`config.mk`:
```
export PLATFORM = sky130hd
export DESIGN_NAME = interrupt_vector_unit
export DESIGN_NICKNAME = d
export VERILOG_FILES = /design/src/hdl/ivu_pkg.sv /design/src/hdl/ivu_slot.sv /design/src/hdl/interrupt_vector_unit.sv
export VERILOG_INCLUDE_DIRS = /design/src /design/src/hdl
export SDC_FILE = /design/constraint.sdc
export NUM_CORES = 1
export LEC_CHECK = 0
export BUFFER_PORTS_ARGS = -buffer_cell sky130_fd_sc_hd__buf_2
export CAP_MARGIN = 30
export CORE_AREA = 2 2 368 370
export DETAILED_ROUTE_END_ITERATION = 8
export DIE_AREA = 0 0 370 372
export HOLD_SLACK_MARGIN = 0.12
export SYNTH_ARGS = -nofsm -noshare
export SYNTH_HDL_FRONTEND = slang
export SYNTH_SLANG_ARGS = --single-unit
```
`constraint.sdc`:
```
create_clock -name mclk -period 5.5 [get_ports mclk]
set_clock_uncertainty 0.15 [all_clocks]
set_input_delay 0.825 -clock mclk [delete_from_list [all_inputs] [get_ports mclk]]
set_output_delay 0.825 -clock mclk [all_outputs]
set_load 0.005 [all_outputs]
```
`src/hdl/ivu_defines.svh`:
```
// channel numbers, sizes and reset values of the interrupt vector unit
`ifndef IVU_DEFINES_SVH
`define IVU_DEFINES_SVH

// ----------------------------------------------------------------
// sizes
// ----------------------------------------------------------------
`define IVU_NUM_SRC        32
`define IVU_SRC_W          5
`define IVU_NUM_SLOT       16
`define IVU_SLOT_W         4
`define IVU_ADDR_W         32
`define IVU_NUM_EXT        4
`define IVU_NUM_PWM_MATCH  7

// ----------------------------------------------------------------
// fixed channel positions
// ----------------------------------------------------------------
`define IVU_CH_WATCHDOG    5'h00
`define IVU_CH_SOFTWARE    5'h01
`define IVU_CH_PWM         5'h08
`define IVU_CH_SERIAL      5'h0B
`define IVU_CH_RTC         5'h0D
`define IVU_CH_EXT_BASE    5'h0E

// ----------------------------------------------------------------
// reset values
// ----------------------------------------------------------------
`define IVU_RST_MASK       32'h00000000
`define IVU_RST_STATUS     32'h00000000
`define IVU_RST_VECTOR     32'h00000000

`endif

```
`src/hdl/ivu_pkg.sv`:
```
// types shared by the interrupt vector unit files
package ivu_pkg;

    // ----------------------------------------------------------------
    // one vectored slot as software sets it up
    // ----------------------------------------------------------------
    typedef struct packed {
        logic        en;    // slot in use
        logic [4:0]  src;   // source channel feeding the slot
        logic [31:0] addr;  // handler address of the slot
    } ivu_slot_cfg_t;

    // ----------------------------------------------------------------
    // raw flags of the shared serial channel
    // ----------------------------------------------------------------
    typedef struct packed {
        logic serial_transfer_done_flag;
        logic serial_mode_fault_flag;
        logic sync_port_tx_raw_flag;
        logic sync_port_rx_raw_flag;
        logic sync_port_timeout_raw_flag;
        logic sync_port_overrun_raw_flag;
    } ivu_serial_flags_t;

    // ----------------------------------------------------------------
    // real time clock flags
    // ----------------------------------------------------------------
    typedef struct packed {
        logic clock_increment_flag;
        logic clock_alarm_flag;
    } ivu_rtc_flags_t;

    // ----------------------------------------------------------------
    // state of the vector address selection
    // ----------------------------------------------------------------
    typedef enum logic [1:0] {
        IVU_SEL_IDLE    = 2'b00,
        IVU_SEL_VECTOR  = 2'b01,
        IVU_SEL_DEFAULT = 2'b10
    } ivu_sel_t;

endpackage : ivu_pkg

```
`src/hdl/ivu_slot.sv`:
```
// one vectored slot: matches its source against the active normal requests
`timescale 1ns/1ps
`include "ivu_defines.svh"

module ivu_slot #(
    parameter int NUM_SRC = `IVU_NUM_SRC
) (
    input  wire ivu_pkg::ivu_slot_cfg_t cfg,        // slot setup
    input  wire logic [NUM_SRC-1:0]     normal_act, // active normal sources
    output logic                        hit,        // slot is requesting
    output logic [NUM_SRC-1:0]          claim       // source taken by slot
);

    // ----------------------------------------------------------------
    // source decode
    // ----------------------------------------------------------------
    // one-hot of the source a live slot claims
    always_comb
    begin
        claim = '0;
        if (cfg.en && (int'(cfg.src) < NUM_SRC))
        begin
            claim[cfg.src] = 1'b1;
        end
    end

    // slot requests when its claimed source is active
    assign hit = |(claim & normal_act);

endmodule : ivu_slot

```
`src/hdl/interrupt_vector_unit.sv`:
```
// interrupt vector unit: sorts sources into fast, vectored and default classes
//
// What this block does
// - software assigns each source fast, vectored, or default
// - fast class outranks all normal requests
// - all active fast sources OR into fast output
// - status word shows requesting fast sources
// - sixteen slots, slot 0 highest, 15 lowest
// - default sources rank below slots and fast
// - vectored and default requests OR into normal output
// - vector address: best slot, else default address
// - status word shows active normal sources
// - one request line per channel; channels 8, 11 and 13 OR several flag inputs
// - channel 0 watchdog; channel 1 software only
// - channels 14 to 17 carry external pins
// - channel 13 carries both clock flags
// - channel 11 carries serial and sync port flags
// - channel 8 carries all seven match flags
`timescale 1ns/1ps
`include "ivu_defines.svh"

module interrupt_vector_unit #(
    parameter int NUM_SRC  = `IVU_NUM_SRC,
    parameter int NUM_SLOT = `IVU_NUM_SLOT
) (
    input  wire logic                                  mclk,               // system clock
    input  wire logic                                  rst,                // async reset, high
    input  wire logic                                  ce,                 // clock enable
    input  wire logic                                  watchdog_request,   // watchdog line
    input  wire logic                                  soft_request,       // software raise
    input  wire logic [`IVU_NUM_PWM_MATCH-1:0]         pwm_match_flags,    // match flags, first at 0
    input  wire ivu_pkg::ivu_serial_flags_t            serial_flags,       // shared serial flags
    input  wire ivu_pkg::ivu_rtc_flags_t               rtc_flags,          // clock flags
    input  wire logic [`IVU_NUM_EXT-1:0]               external_request,   // external pins
    input  wire logic [NUM_SRC-1:0]                    periph_request,     // other peripheral lines
    input  wire logic [NUM_SRC-1:0]                    enable_set,         // mask bits to set
    input  wire logic [NUM_SRC-1:0]                    enable_clr,         // mask bits to clear
    input  wire logic [NUM_SRC-1:0]                    fast_select,        // 1 = fast class
    input  wire ivu_pkg::ivu_slot_cfg_t [NUM_SLOT-1:0] slot_cfg,           // vectored slots
    input  wire logic [`IVU_ADDR_W-1:0]                default_address,    // shared handler
    output logic                                       fast_request_out,   // fast request
    output logic                                       normal_request_out, // normal request
    output logic [`IVU_ADDR_W-1:0]                     vector_address,     // handler to run
    output logic [NUM_SRC-1:0]                         fast_status,        // fast sources active
    output logic [NUM_SRC-1:0]                         normal_status,      // normal sources active
    output logic [NUM_SRC-1:0]                         enable_mask,        // present mask
    output logic [NUM_SRC-1:0]                         raw_status          // unmasked lines
);

    // ----------------------------------------------------------------
    // declarations
    // ----------------------------------------------------------------
    logic [`IVU_NUM_EXT-1:0]    ext_meta_ff;
    logic [`IVU_NUM_EXT-1:0]    ext_sync_ff;
    logic [`IVU_NUM_EXT-1:0]    nxt_ext_meta;
    logic [`IVU_NUM_EXT-1:0]    nxt_ext_sync;
    logic [NUM_SRC-1:0]         mask_ff;
    logic [NUM_SRC-1:0]         nxt_mask;
    logic [NUM_SRC-1:0]         src_raw;
    logic [NUM_SRC-1:0]         src_act;
    logic [NUM_SRC-1:0]         fast_act;
    logic [NUM_SRC-1:0]         normal_act;
    logic [NUM_SLOT-1:0]        slot_hit;
    logic [NUM_SRC-1:0]         slot_claim [NUM_SLOT];
    logic [NUM_SRC-1:0]         vect_src;
    logic [NUM_SRC-1:0]         dflt_act;
    logic                       any_vect;
    logic [`IVU_SLOT_W-1:0]     best_slot;
    ivu_pkg::ivu_sel_t          sel_ff;
    ivu_pkg::ivu_sel_t          nxt_sel;
    logic [`IVU_ADDR_W-1:0]     vector_ff;
    logic [`IVU_ADDR_W-1:0]     nxt_vector;
    logic [NUM_SRC-1:0]         fast_status_ff;
    logic [NUM_SRC-1:0]         nxt_fast_status;
    logic [NUM_SRC-1:0]         normal_status_ff;
    logic [NUM_SRC-1:0]         nxt_normal_status;
    logic [NUM_SRC-1:0]         raw_status_ff;
    logic [NUM_SRC-1:0]         nxt_raw_status;
    logic                       fast_req_ff;
    logic                       nxt_fast_req;
    logic                       normal_req_ff;
    logic                       nxt_normal_req;

    // ----------------------------------------------------------------
    // external pin synchroniser
    // ----------------------------------------------------------------
    // pins come from outside the clock domain, two stages before use
    always_comb
    begin
        nxt_ext_meta = ext_meta_ff;
        nxt_ext_sync = ext_sync_ff;
        if (ce)
        begin
            nxt_ext_meta = external_request;
            nxt_ext_sync = ext_meta_ff;
        end
    end

    // synchroniser registers
    always_ff @(posedge mclk or posedge rst)
    begin
        if (rst)
        begin
            ext_meta_ff <= 4'h0;
            ext_sync_ff <= 4'h0;
        end
        else
        begin
            ext_meta_ff <= nxt_ext_meta;
            ext_sync_ff <= nxt_ext_sync;
        end
    end

    // ----------------------------------------------------------------
    // channel map
    // ----------------------------------------------------------------
    // one line per channel; fixed channels override the generic lines
    always_comb
    begin
        src_raw = periph_request;
        src_raw[`IVU_CH_WATCHDOG] = watchdog_request;
        src_raw[`IVU_CH_SOFTWARE] = soft_request;
        src_raw[`IVU_CH_PWM] = |pwm_match_flags;
        src_raw[`IVU_CH_SERIAL] = |serial_flags;
        src_raw[`IVU_CH_RTC] = rtc_flags.clock_increment_flag
                               | rtc_flags.clock_alarm_flag;
        for (int i = 0; i < `IVU_NUM_EXT; i++)
        begin
            src_raw[int'(`IVU_CH_EXT_BASE) + i] = ext_sync_ff[i];
        end
    end

    // ----------------------------------------------------------------
    // enable mask
    // ----------------------------------------------------------------
    // set wins over clear when both hit the same bit
    always_comb
    begin
        nxt_mask = mask_ff;
        if (ce)
        begin
            nxt_mask = (mask_ff & ~enable_clr) | enable_set;
        end
    end

    // mask register, everything off after reset
    always_ff @(posedge mclk or posedge rst)
    begin
        if (rst)
        begin
            mask_ff <= `IVU_RST_MASK;
        end
        else
        begin
            mask_ff <= nxt_mask;
        end
    end

    // ----------------------------------------------------------------
    // classification
    // ----------------------------------------------------------------
    // masked sources split by the live class selection
    assign src_act    = src_raw & mask_ff;
    assign fast_act   = src_act & fast_select;
    assign normal_act = src_act & ~fast_select;

    // one slot per vectored position
    for (genvar s = 0; s < NUM_SLOT; s++)
    begin : g_slot
        ivu_slot #(
            .NUM_SRC    (NUM_SRC)
        ) u_slot (
            .cfg        (slot_cfg[s]),
            .normal_act (normal_act),
            .hit        (slot_hit[s]),
            .claim      (slot_claim[s])
        );
    end

    // sources claimed by a slot are vectored, the rest default
    always_comb
    begin
        vect_src = '0;
        for (int s = 0; s < NUM_SLOT; s++)
        begin
            vect_src = vect_src | slot_claim[s];
        end
        dflt_act = normal_act & ~vect_src;
    end

    // ----------------------------------------------------------------
    // slot priority
    // ----------------------------------------------------------------
    // lowest numbered requesting slot wins
    always_comb
    begin
        any_vect  = 1'b0;
        best_slot = 4'h0;
        for (int s = NUM_SLOT - 1; s >= 0; s--)
        begin
            if (slot_hit[s])
            begin
                any_vect  = 1'b1;
                best_slot = 4'(s);
            end
        end
    end

    // ----------------------------------------------------------------
    // vector address selection
    // ----------------------------------------------------------------
    // vectored slot ahead of default sources
    always_comb
    begin
        nxt_sel    = sel_ff;
        nxt_vector = vector_ff;
        if (ce)
        begin
            case (sel_ff)
                ivu_pkg::IVU_SEL_IDLE,
                ivu_pkg::IVU_SEL_VECTOR,
                ivu_pkg::IVU_SEL_DEFAULT:
                begin
                    if (any_vect)
                    begin
                        nxt_sel    = ivu_pkg::IVU_SEL_VECTOR;
                        nxt_vector = slot_cfg[best_slot].addr;
                    end
                    else if (|dflt_act)
                    begin
                        nxt_sel    = ivu_pkg::IVU_SEL_DEFAULT;
                        nxt_vector = default_address;
                    end
                    else
                    begin
                        nxt_sel    = ivu_pkg::IVU_SEL_IDLE;
                        nxt_vector = default_address;
                    end
                end
                default:
                begin
                    nxt_sel    = ivu_pkg::IVU_SEL_IDLE;
                    nxt_vector = default_address;
                end
            endcase
        end
    end

    // selection registers
    always_ff @(posedge mclk or posedge rst)
    begin
        if (rst)
        begin
            sel_ff    <= ivu_pkg::IVU_SEL_IDLE;
            vector_ff <= `IVU_RST_VECTOR;
        end
        else
        begin
            sel_ff    <= nxt_sel;
            vector_ff <= nxt_vector;
        end
    end

    // ----------------------------------------------------------------
    // status words and processor requests
    // ----------------------------------------------------------------
    // fast and normal requests computed side by side
    always_comb
    begin
        nxt_fast_status   = fast_status_ff;
        nxt_normal_status = normal_status_ff;
        nxt_raw_status    = raw_status_ff;
        nxt_fast_req      = fast_req_ff;
        nxt_normal_req    = normal_req_ff;
        if (ce)
        begin
            nxt_fast_status   = fast_act;
            nxt_normal_status = normal_act;
            nxt_raw_status    = src_raw;
            nxt_fast_req      = |fast_act;
            nxt_normal_req    = any_vect | (|dflt_act);
        end
    end

    // status and request registers
    always_ff @(posedge mclk or posedge rst)
    begin
        if (rst)
        begin
            fast_status_ff   <= `IVU_RST_STATUS;
            normal_status_ff <= `IVU_RST_STATUS;
            raw_status_ff    <= `IVU_RST_STATUS;
            fast_req_ff      <= 1'b0;
            normal_req_ff    <= 1'b0;
        end
        else
        begin
            fast_status_ff   <= nxt_fast_status;
            normal_status_ff <= nxt_normal_status;
            raw_status_ff    <= nxt_raw_status;
            fast_req_ff      <= nxt_fast_req;
            normal_req_ff    <= nxt_normal_req;
        end
    end

    // ----------------------------------------------------------------
    // outputs
    // ----------------------------------------------------------------
    // all outputs straight from registers
    assign fast_request_out   = fast_req_ff;
    assign normal_request_out = normal_req_ff;
    assign vector_address     = vector_ff;
    assign fast_status        = fast_status_ff;
    assign normal_status      = normal_status_ff;
    assign enable_mask        = mask_ff;
    assign raw_status         = raw_status_ff;

endmodule : interrupt_vector_unit

```
# After elaboration in Yosys (flattened, before gate mapping)
# Index checks and enable logic that the tools add are counted.
# op_classes
addsub,0
multipliers,0
div_mod_pow,0
n_lt_le_gt_ge,33
eq_ne,2
n_shift,0
mux,87
n_bitwise,42
n_reduce_logical,38
# ops
cell,n
$and A32 B32 Y32,21
$mux W32,19
$reduce_or A32 Y1,18
$or A32 B32 Y32,16
$bmux W38 S4,1
$lt A5 B6 Y1 const B,16
$not A32 Y32,3
$demux W1 S5,16
$ge A5 B1 Y1 const B,16
$mux W4,16
$mux W1,32
$logic_and A1 B1 Y1,16
$reduce_or A7 Y1,1
$mux W2,3
$reduce_or A6 Y1,1
$lt A4 B5 Y1 const B,1
$reduce_or A3 Y1,1
$eq A2 B1 Y1 const B,1
$eq A2 B2 Y1 const B,1
$logic_not A2 Y1,1
$or A1 B1 Y1,2
# word_totals
reg_bits,172
latchBits,0
ram_bits,0
mem_bits_ro,0
output_inout_bits,162
elab_cells,212
memories,0

# Logic depth before layout (Yosys ltp)
# logic_depth
depth_word,27
ltp_mapped,17
mapped_depth_nobuf,12

# Modules after synthesis
# From an unflattened synthesis, not the netlist that was laid out.
# hier_totals
cells_unflattened,2876
hier_area_um2,21074.0
# modules_own_cells
mod,n_inst,cells_per_inst,area_each_um2,seq_area_each_um2
interrupt_vector_unit,1,1532,12746.0,4304.1
ivu_slot,16,84,520.5,0.0

# Worst setup path after synthesis
# No wires, ideal clock.
# synth_path
path_kind,input to register
start,input serial_flags[3] in the netlist's numbering
end,"register vector_ff[0], in the netlist vector_address[0]"
setup_time_ns,0.127
arrival_ns,3.891
path_slack_ns,1.333
stages,15
path_buffers,3
cell_sequence,nor4_4 a21oi_1 buf_2 a221oi_1 nand4_1 nor4_1 and2_1 o211ai_1 a21oi_2 buf_2 buf_2 mux2i_1 o221ai_1 nor3_1 a21oi_1
# synth_via
elab_chain_cells,25
# synth_lines
element,line_no,source
from (decl),interrupt_vector_unit.sv:32,"input wire ivu_pkg::ivu_serial_flags_t serial_flags,"
$reduce_or A6 Y1 *,interrupt_vector_unit.sv:124,src_raw[`IVU_CH_SERIAL] = |serial_flags;
$and A32 B32 Y32 *,interrupt_vector_unit.sv:163,assign src_act = src_raw & mask_ff;
$and A32 B32 Y32 *,interrupt_vector_unit.sv:165,assign normal_act = src_act & ~fast_select;
$and A32 B32 Y32,ivu_slot.sv:28,assign hit = |(claim & normal_act);
$reduce_or A32 Y1,ivu_slot.sv:28,
$mux W4 (16 in series),interrupt_vector_unit.sv:201,if (slot_hit[s])
$bmux W38 S4,interrupt_vector_unit.sv:227,nxt_vector = slot_cfg[best_slot].addr;
$mux W32 (not written as such),interrupt_vector_unit.sv:227,
$mux W32 *,interrupt_vector_unit.sv:224,if (any_vect)
$mux W32 *,interrupt_vector_unit.sv:219,case (sel_ff)
to (signal assigned),interrupt_vector_unit.sv:255,vector_ff <= `IVU_RST_VECTOR;
to (signal assigned),interrupt_vector_unit.sv:260,vector_ff <= nxt_vector;
to (decl),interrupt_vector_unit.sv:71,logic [`IVU_ADDR_W-1:0] vector_ff;
# Every way passes the cells marked *; elsewhere a longest branch is shown, timed or not. The select of a mux whose other input is x is not followed.
# A chain may end at the register's enable or synchronous reset.

# Worst setup path after layout
# layout_path
start,"register mask_ff[16], in the netlist enable_mask[16]"
end,"register vector_ff[7], in the netlist vector_address[7]"
# layout_via
elab_chain_cells,24
# layout_lines
element,line_no,source
from (decl),interrupt_vector_unit.sv:57,logic [NUM_SRC-1:0] mask_ff;
from (signal assigned),interrupt_vector_unit.sv:151,mask_ff <= `IVU_RST_MASK;
from (signal assigned),interrupt_vector_unit.sv:155,mask_ff <= nxt_mask;
$and A32 B32 Y32 *,interrupt_vector_unit.sv:163,
$and A32 B32 Y32 *,interrupt_vector_unit.sv:165,
$and A32 B32 Y32,ivu_slot.sv:28,
$reduce_or A32 Y1,ivu_slot.sv:28,
$mux W4 (16 in series),interrupt_vector_unit.sv:201,
$bmux W38 S4,interrupt_vector_unit.sv:227,
$mux W32 (not written as such),interrupt_vector_unit.sv:227,
$mux W32 *,interrupt_vector_unit.sv:224,
$mux W32 *,interrupt_vector_unit.sv:219,
# Marks and branches as above.

==> impl_metrics.toml <==
[status]
status = "completed"

[die]
rows = 135
fp.dieH_microns = 372
die_w_microns = 370
pin_count = 954
fp.dieArea_sq_um = 138000
start_util = 0.150
core_area_sq_um = 134000

[clocking]
root_buffer = "clkbuf_16"
clk_pin_slew_ps = 110
clk_path_buf_depth = 2
post_cts_buffers = 0
htreeDepth = 4
postCtsHoldBufs = 1
cts_tree = "done"
cts_num_sinks = 172
post_cts_resized = 0
clk_latency_ps = 540
cts_made_buffers = 17

[sta]
final.setup.worst_slack_ps = 81.4
period_minus_slack_ps = 5420
whs_ps = 356
tightest_slew_ps = 1080
fmax_mhz = 185
setup_viol = 0
period_share = 0.985
drv_slew = 0
rsz0062_at_grt = "no"
hold_violations = 0
relSlewSlack = 0.279

[global_route]
grt_max_degree = 125
antenna_found_initial = 129
first_global_vias = 28700
grt_pass1_wl_microns = 303000
track_usage = 0.338
overflow = 0

[placed_design]
hpwl_microns = 203000
place_ws_ps = -181
gp_congestion = 1.09
place.port_buffers = 944

[worst_setup_path]
crit_fanout = 29
cp.required_ps = 5790
crit_path_end_kind = "flop"
cp-start-kind = "flop"
worstSetupPathType = "flop to flop"
cp.arrival_ps = 5710

[worst_hold_path]
hp-class = "input port to flop"

[routing]
wl_per_cell_microns = 43.9
drc = 0
via_per_inst = 5.57
drt_first_pass_iters = 6
first_iter_violations = 4285
wirelength_microns = 244000
vias = 30900
antenna_left = 0

[power]
max-vdd-ir-drop_uv = 210
p_leak_nw = 14.1
power_density_nw_per_um2 = 263

[yosys]
async_flop_share = 1.00
syn_nets = 3335
syn_inst = 2543
syn_area_per_cell_sq_um = 7.94
synth_edf_count = 0
synth_ff_type = "dfrtp_1"
synth-seq-cells = 172
yosys_warnings = 0
synth_cell_types = 76
ys_seq_area_frac = 0.213
netlist_area_sq_um = 20200

[layout]
fin_nets = 4524
final_layout_size_suffix_gt1_frac = 0.427
area_delta_synth_final_pct = 53.3
utilization = 0.231

[run]
cap_violations = 0
==> registers in the layout, indices dropped and copies added (netlist names) <==
| name | count |
|---|---|
| enable_mask | 32 |
| ext_meta_ff | 4 |
| ext_sync_ff | 4 |
| fast_request_out | 1 |
| fast_status | 32 |
| normal_request_out | 1 |
| normal_status | 32 |
| raw_status | 32 |
| sel_ff | 2 |
| vector_address | 32 |
==> routing by layer <==
metal,GRT usage,routed length (microns),vias to the layer above
met5,0,481,-
met4,0.140,11900,76
met3,0.132,28500,550
met2,0.497,102000,2414
met1,0.438,101000,15500
li1,-,-,12400
==> layout by cell type (no fill, tap or decap), types with 33 or more instances in the layout <==
cell type,synthesis,routed
buf_2,36,943
buf_4,17,433
o22ai_1,332,332
mux2i_1,322,322
nor2_1,202,202
dfrtp_1,172,172
nand3b_1,104,104
nand2_1,105,103
a21oi_1,96,94
nand3_1,81,81
nor3_1,80,80
mux2_2,70,70
inv_1,68,67
o22a_1,60,60
nor4_1,48,48
or3b_2,47,47
o21ai_0,46,46
buf_12,0,41
a22o_1,33,33
==> power breakdown <==
part	switching, mW	total [mW]	internal, mW	leakage (nW)
clock	0.836	1.51	0.670	0.302
sequential	0.274	1.76	1.48	2.08
combinational	2.98	4.89	1.92	11.7
==> Yosys cell counts, drive strengths merged, types with 69 or more instances <==
master,count,area share
nand2,105,0.020
nor3,80,0.020
a21oi,97,0.024
clkbuf,178,0.033
o22ai,332,0.10
nand3,83,0.021
inv,69,0.013
mux2,82,0.046
mux2i,322,0.16
buf,71,0.020
nor2,202,0.038
nand3b,105,0.039
dfrtp,172,0.21
==> critical path: stages (launching register included) <==
cell       delay, ps
dfrtp_1          460
and3b_1          520
a22oi_1          310
o22ai_1          110
or4b_2           630
nor3_1           300
buf_4            230
nor2b_1          210
o211ai_1         180
a21oi_4          240
buf_12           220
buf_12           250
mux2i_1          300
nor2_1            70
a2111oi_0        800
buf_4            230
a21oi_1           60
==> stage by stage <==
stage / cell area [sq um] / total power [mW] / cells / TNS, ps
finish: 31000 / 8.16 / 5553 / 0
global route: 30900 / 8.34 / 5535 / 0
CTS: 30900 / 8.07 / 5526 / 0
detailed placement: 30200 / 6.53 / 5493 / -715
global placement: 30200 / 6.57 / 5492 / -1100
floorplan: 20200 / 3.55 / 2543 / 0
==> cells by family (layout without fill, tap and decap cells) <==
family / Yosys count / after routing / synth area share
multiplexers: 407 / 407 / 0.209
buffers and inverters: 318 / 1520 / 0.0656
AND/OR/NAND/NOR: 841 / 841 / 0.233
flip-flops: 172 / 172 / 0.213
AO/OA/AOI/OAI: 805 / 805 / 0.280
other: 0 / 27 / 0
==> final cells by class <==
class	count	area, sq um
multi-input combinational	2053	14600
fill	15100	103000
inverter	69	263
clock inverter	15	213
antenna	27	67.6
clock buffer	17	425
sequential	172	4300
timing repair buffer	1419	8820
tap	1781	2230
==> final timing paths <==
check | from | to | slack (ps) | cells after the start
worst max-delay path | enable_mask[16] | vector_address[7] | 80 | 16
worst min-delay path | enable_set[22] | enable_mask[22] | 360 | 2
worst max register to register | enable_mask[16] | vector_address[7] | 80 | 16
worst min register to register | normal_status[11] | normal_status[11] | 360 | 1
max in group asynchronous | rst | vector_address[10] | 3470 | 5
min in group asynchronous | rst | enable_mask[4] | 610 | 3
Power figures use the tool's default switching activity.
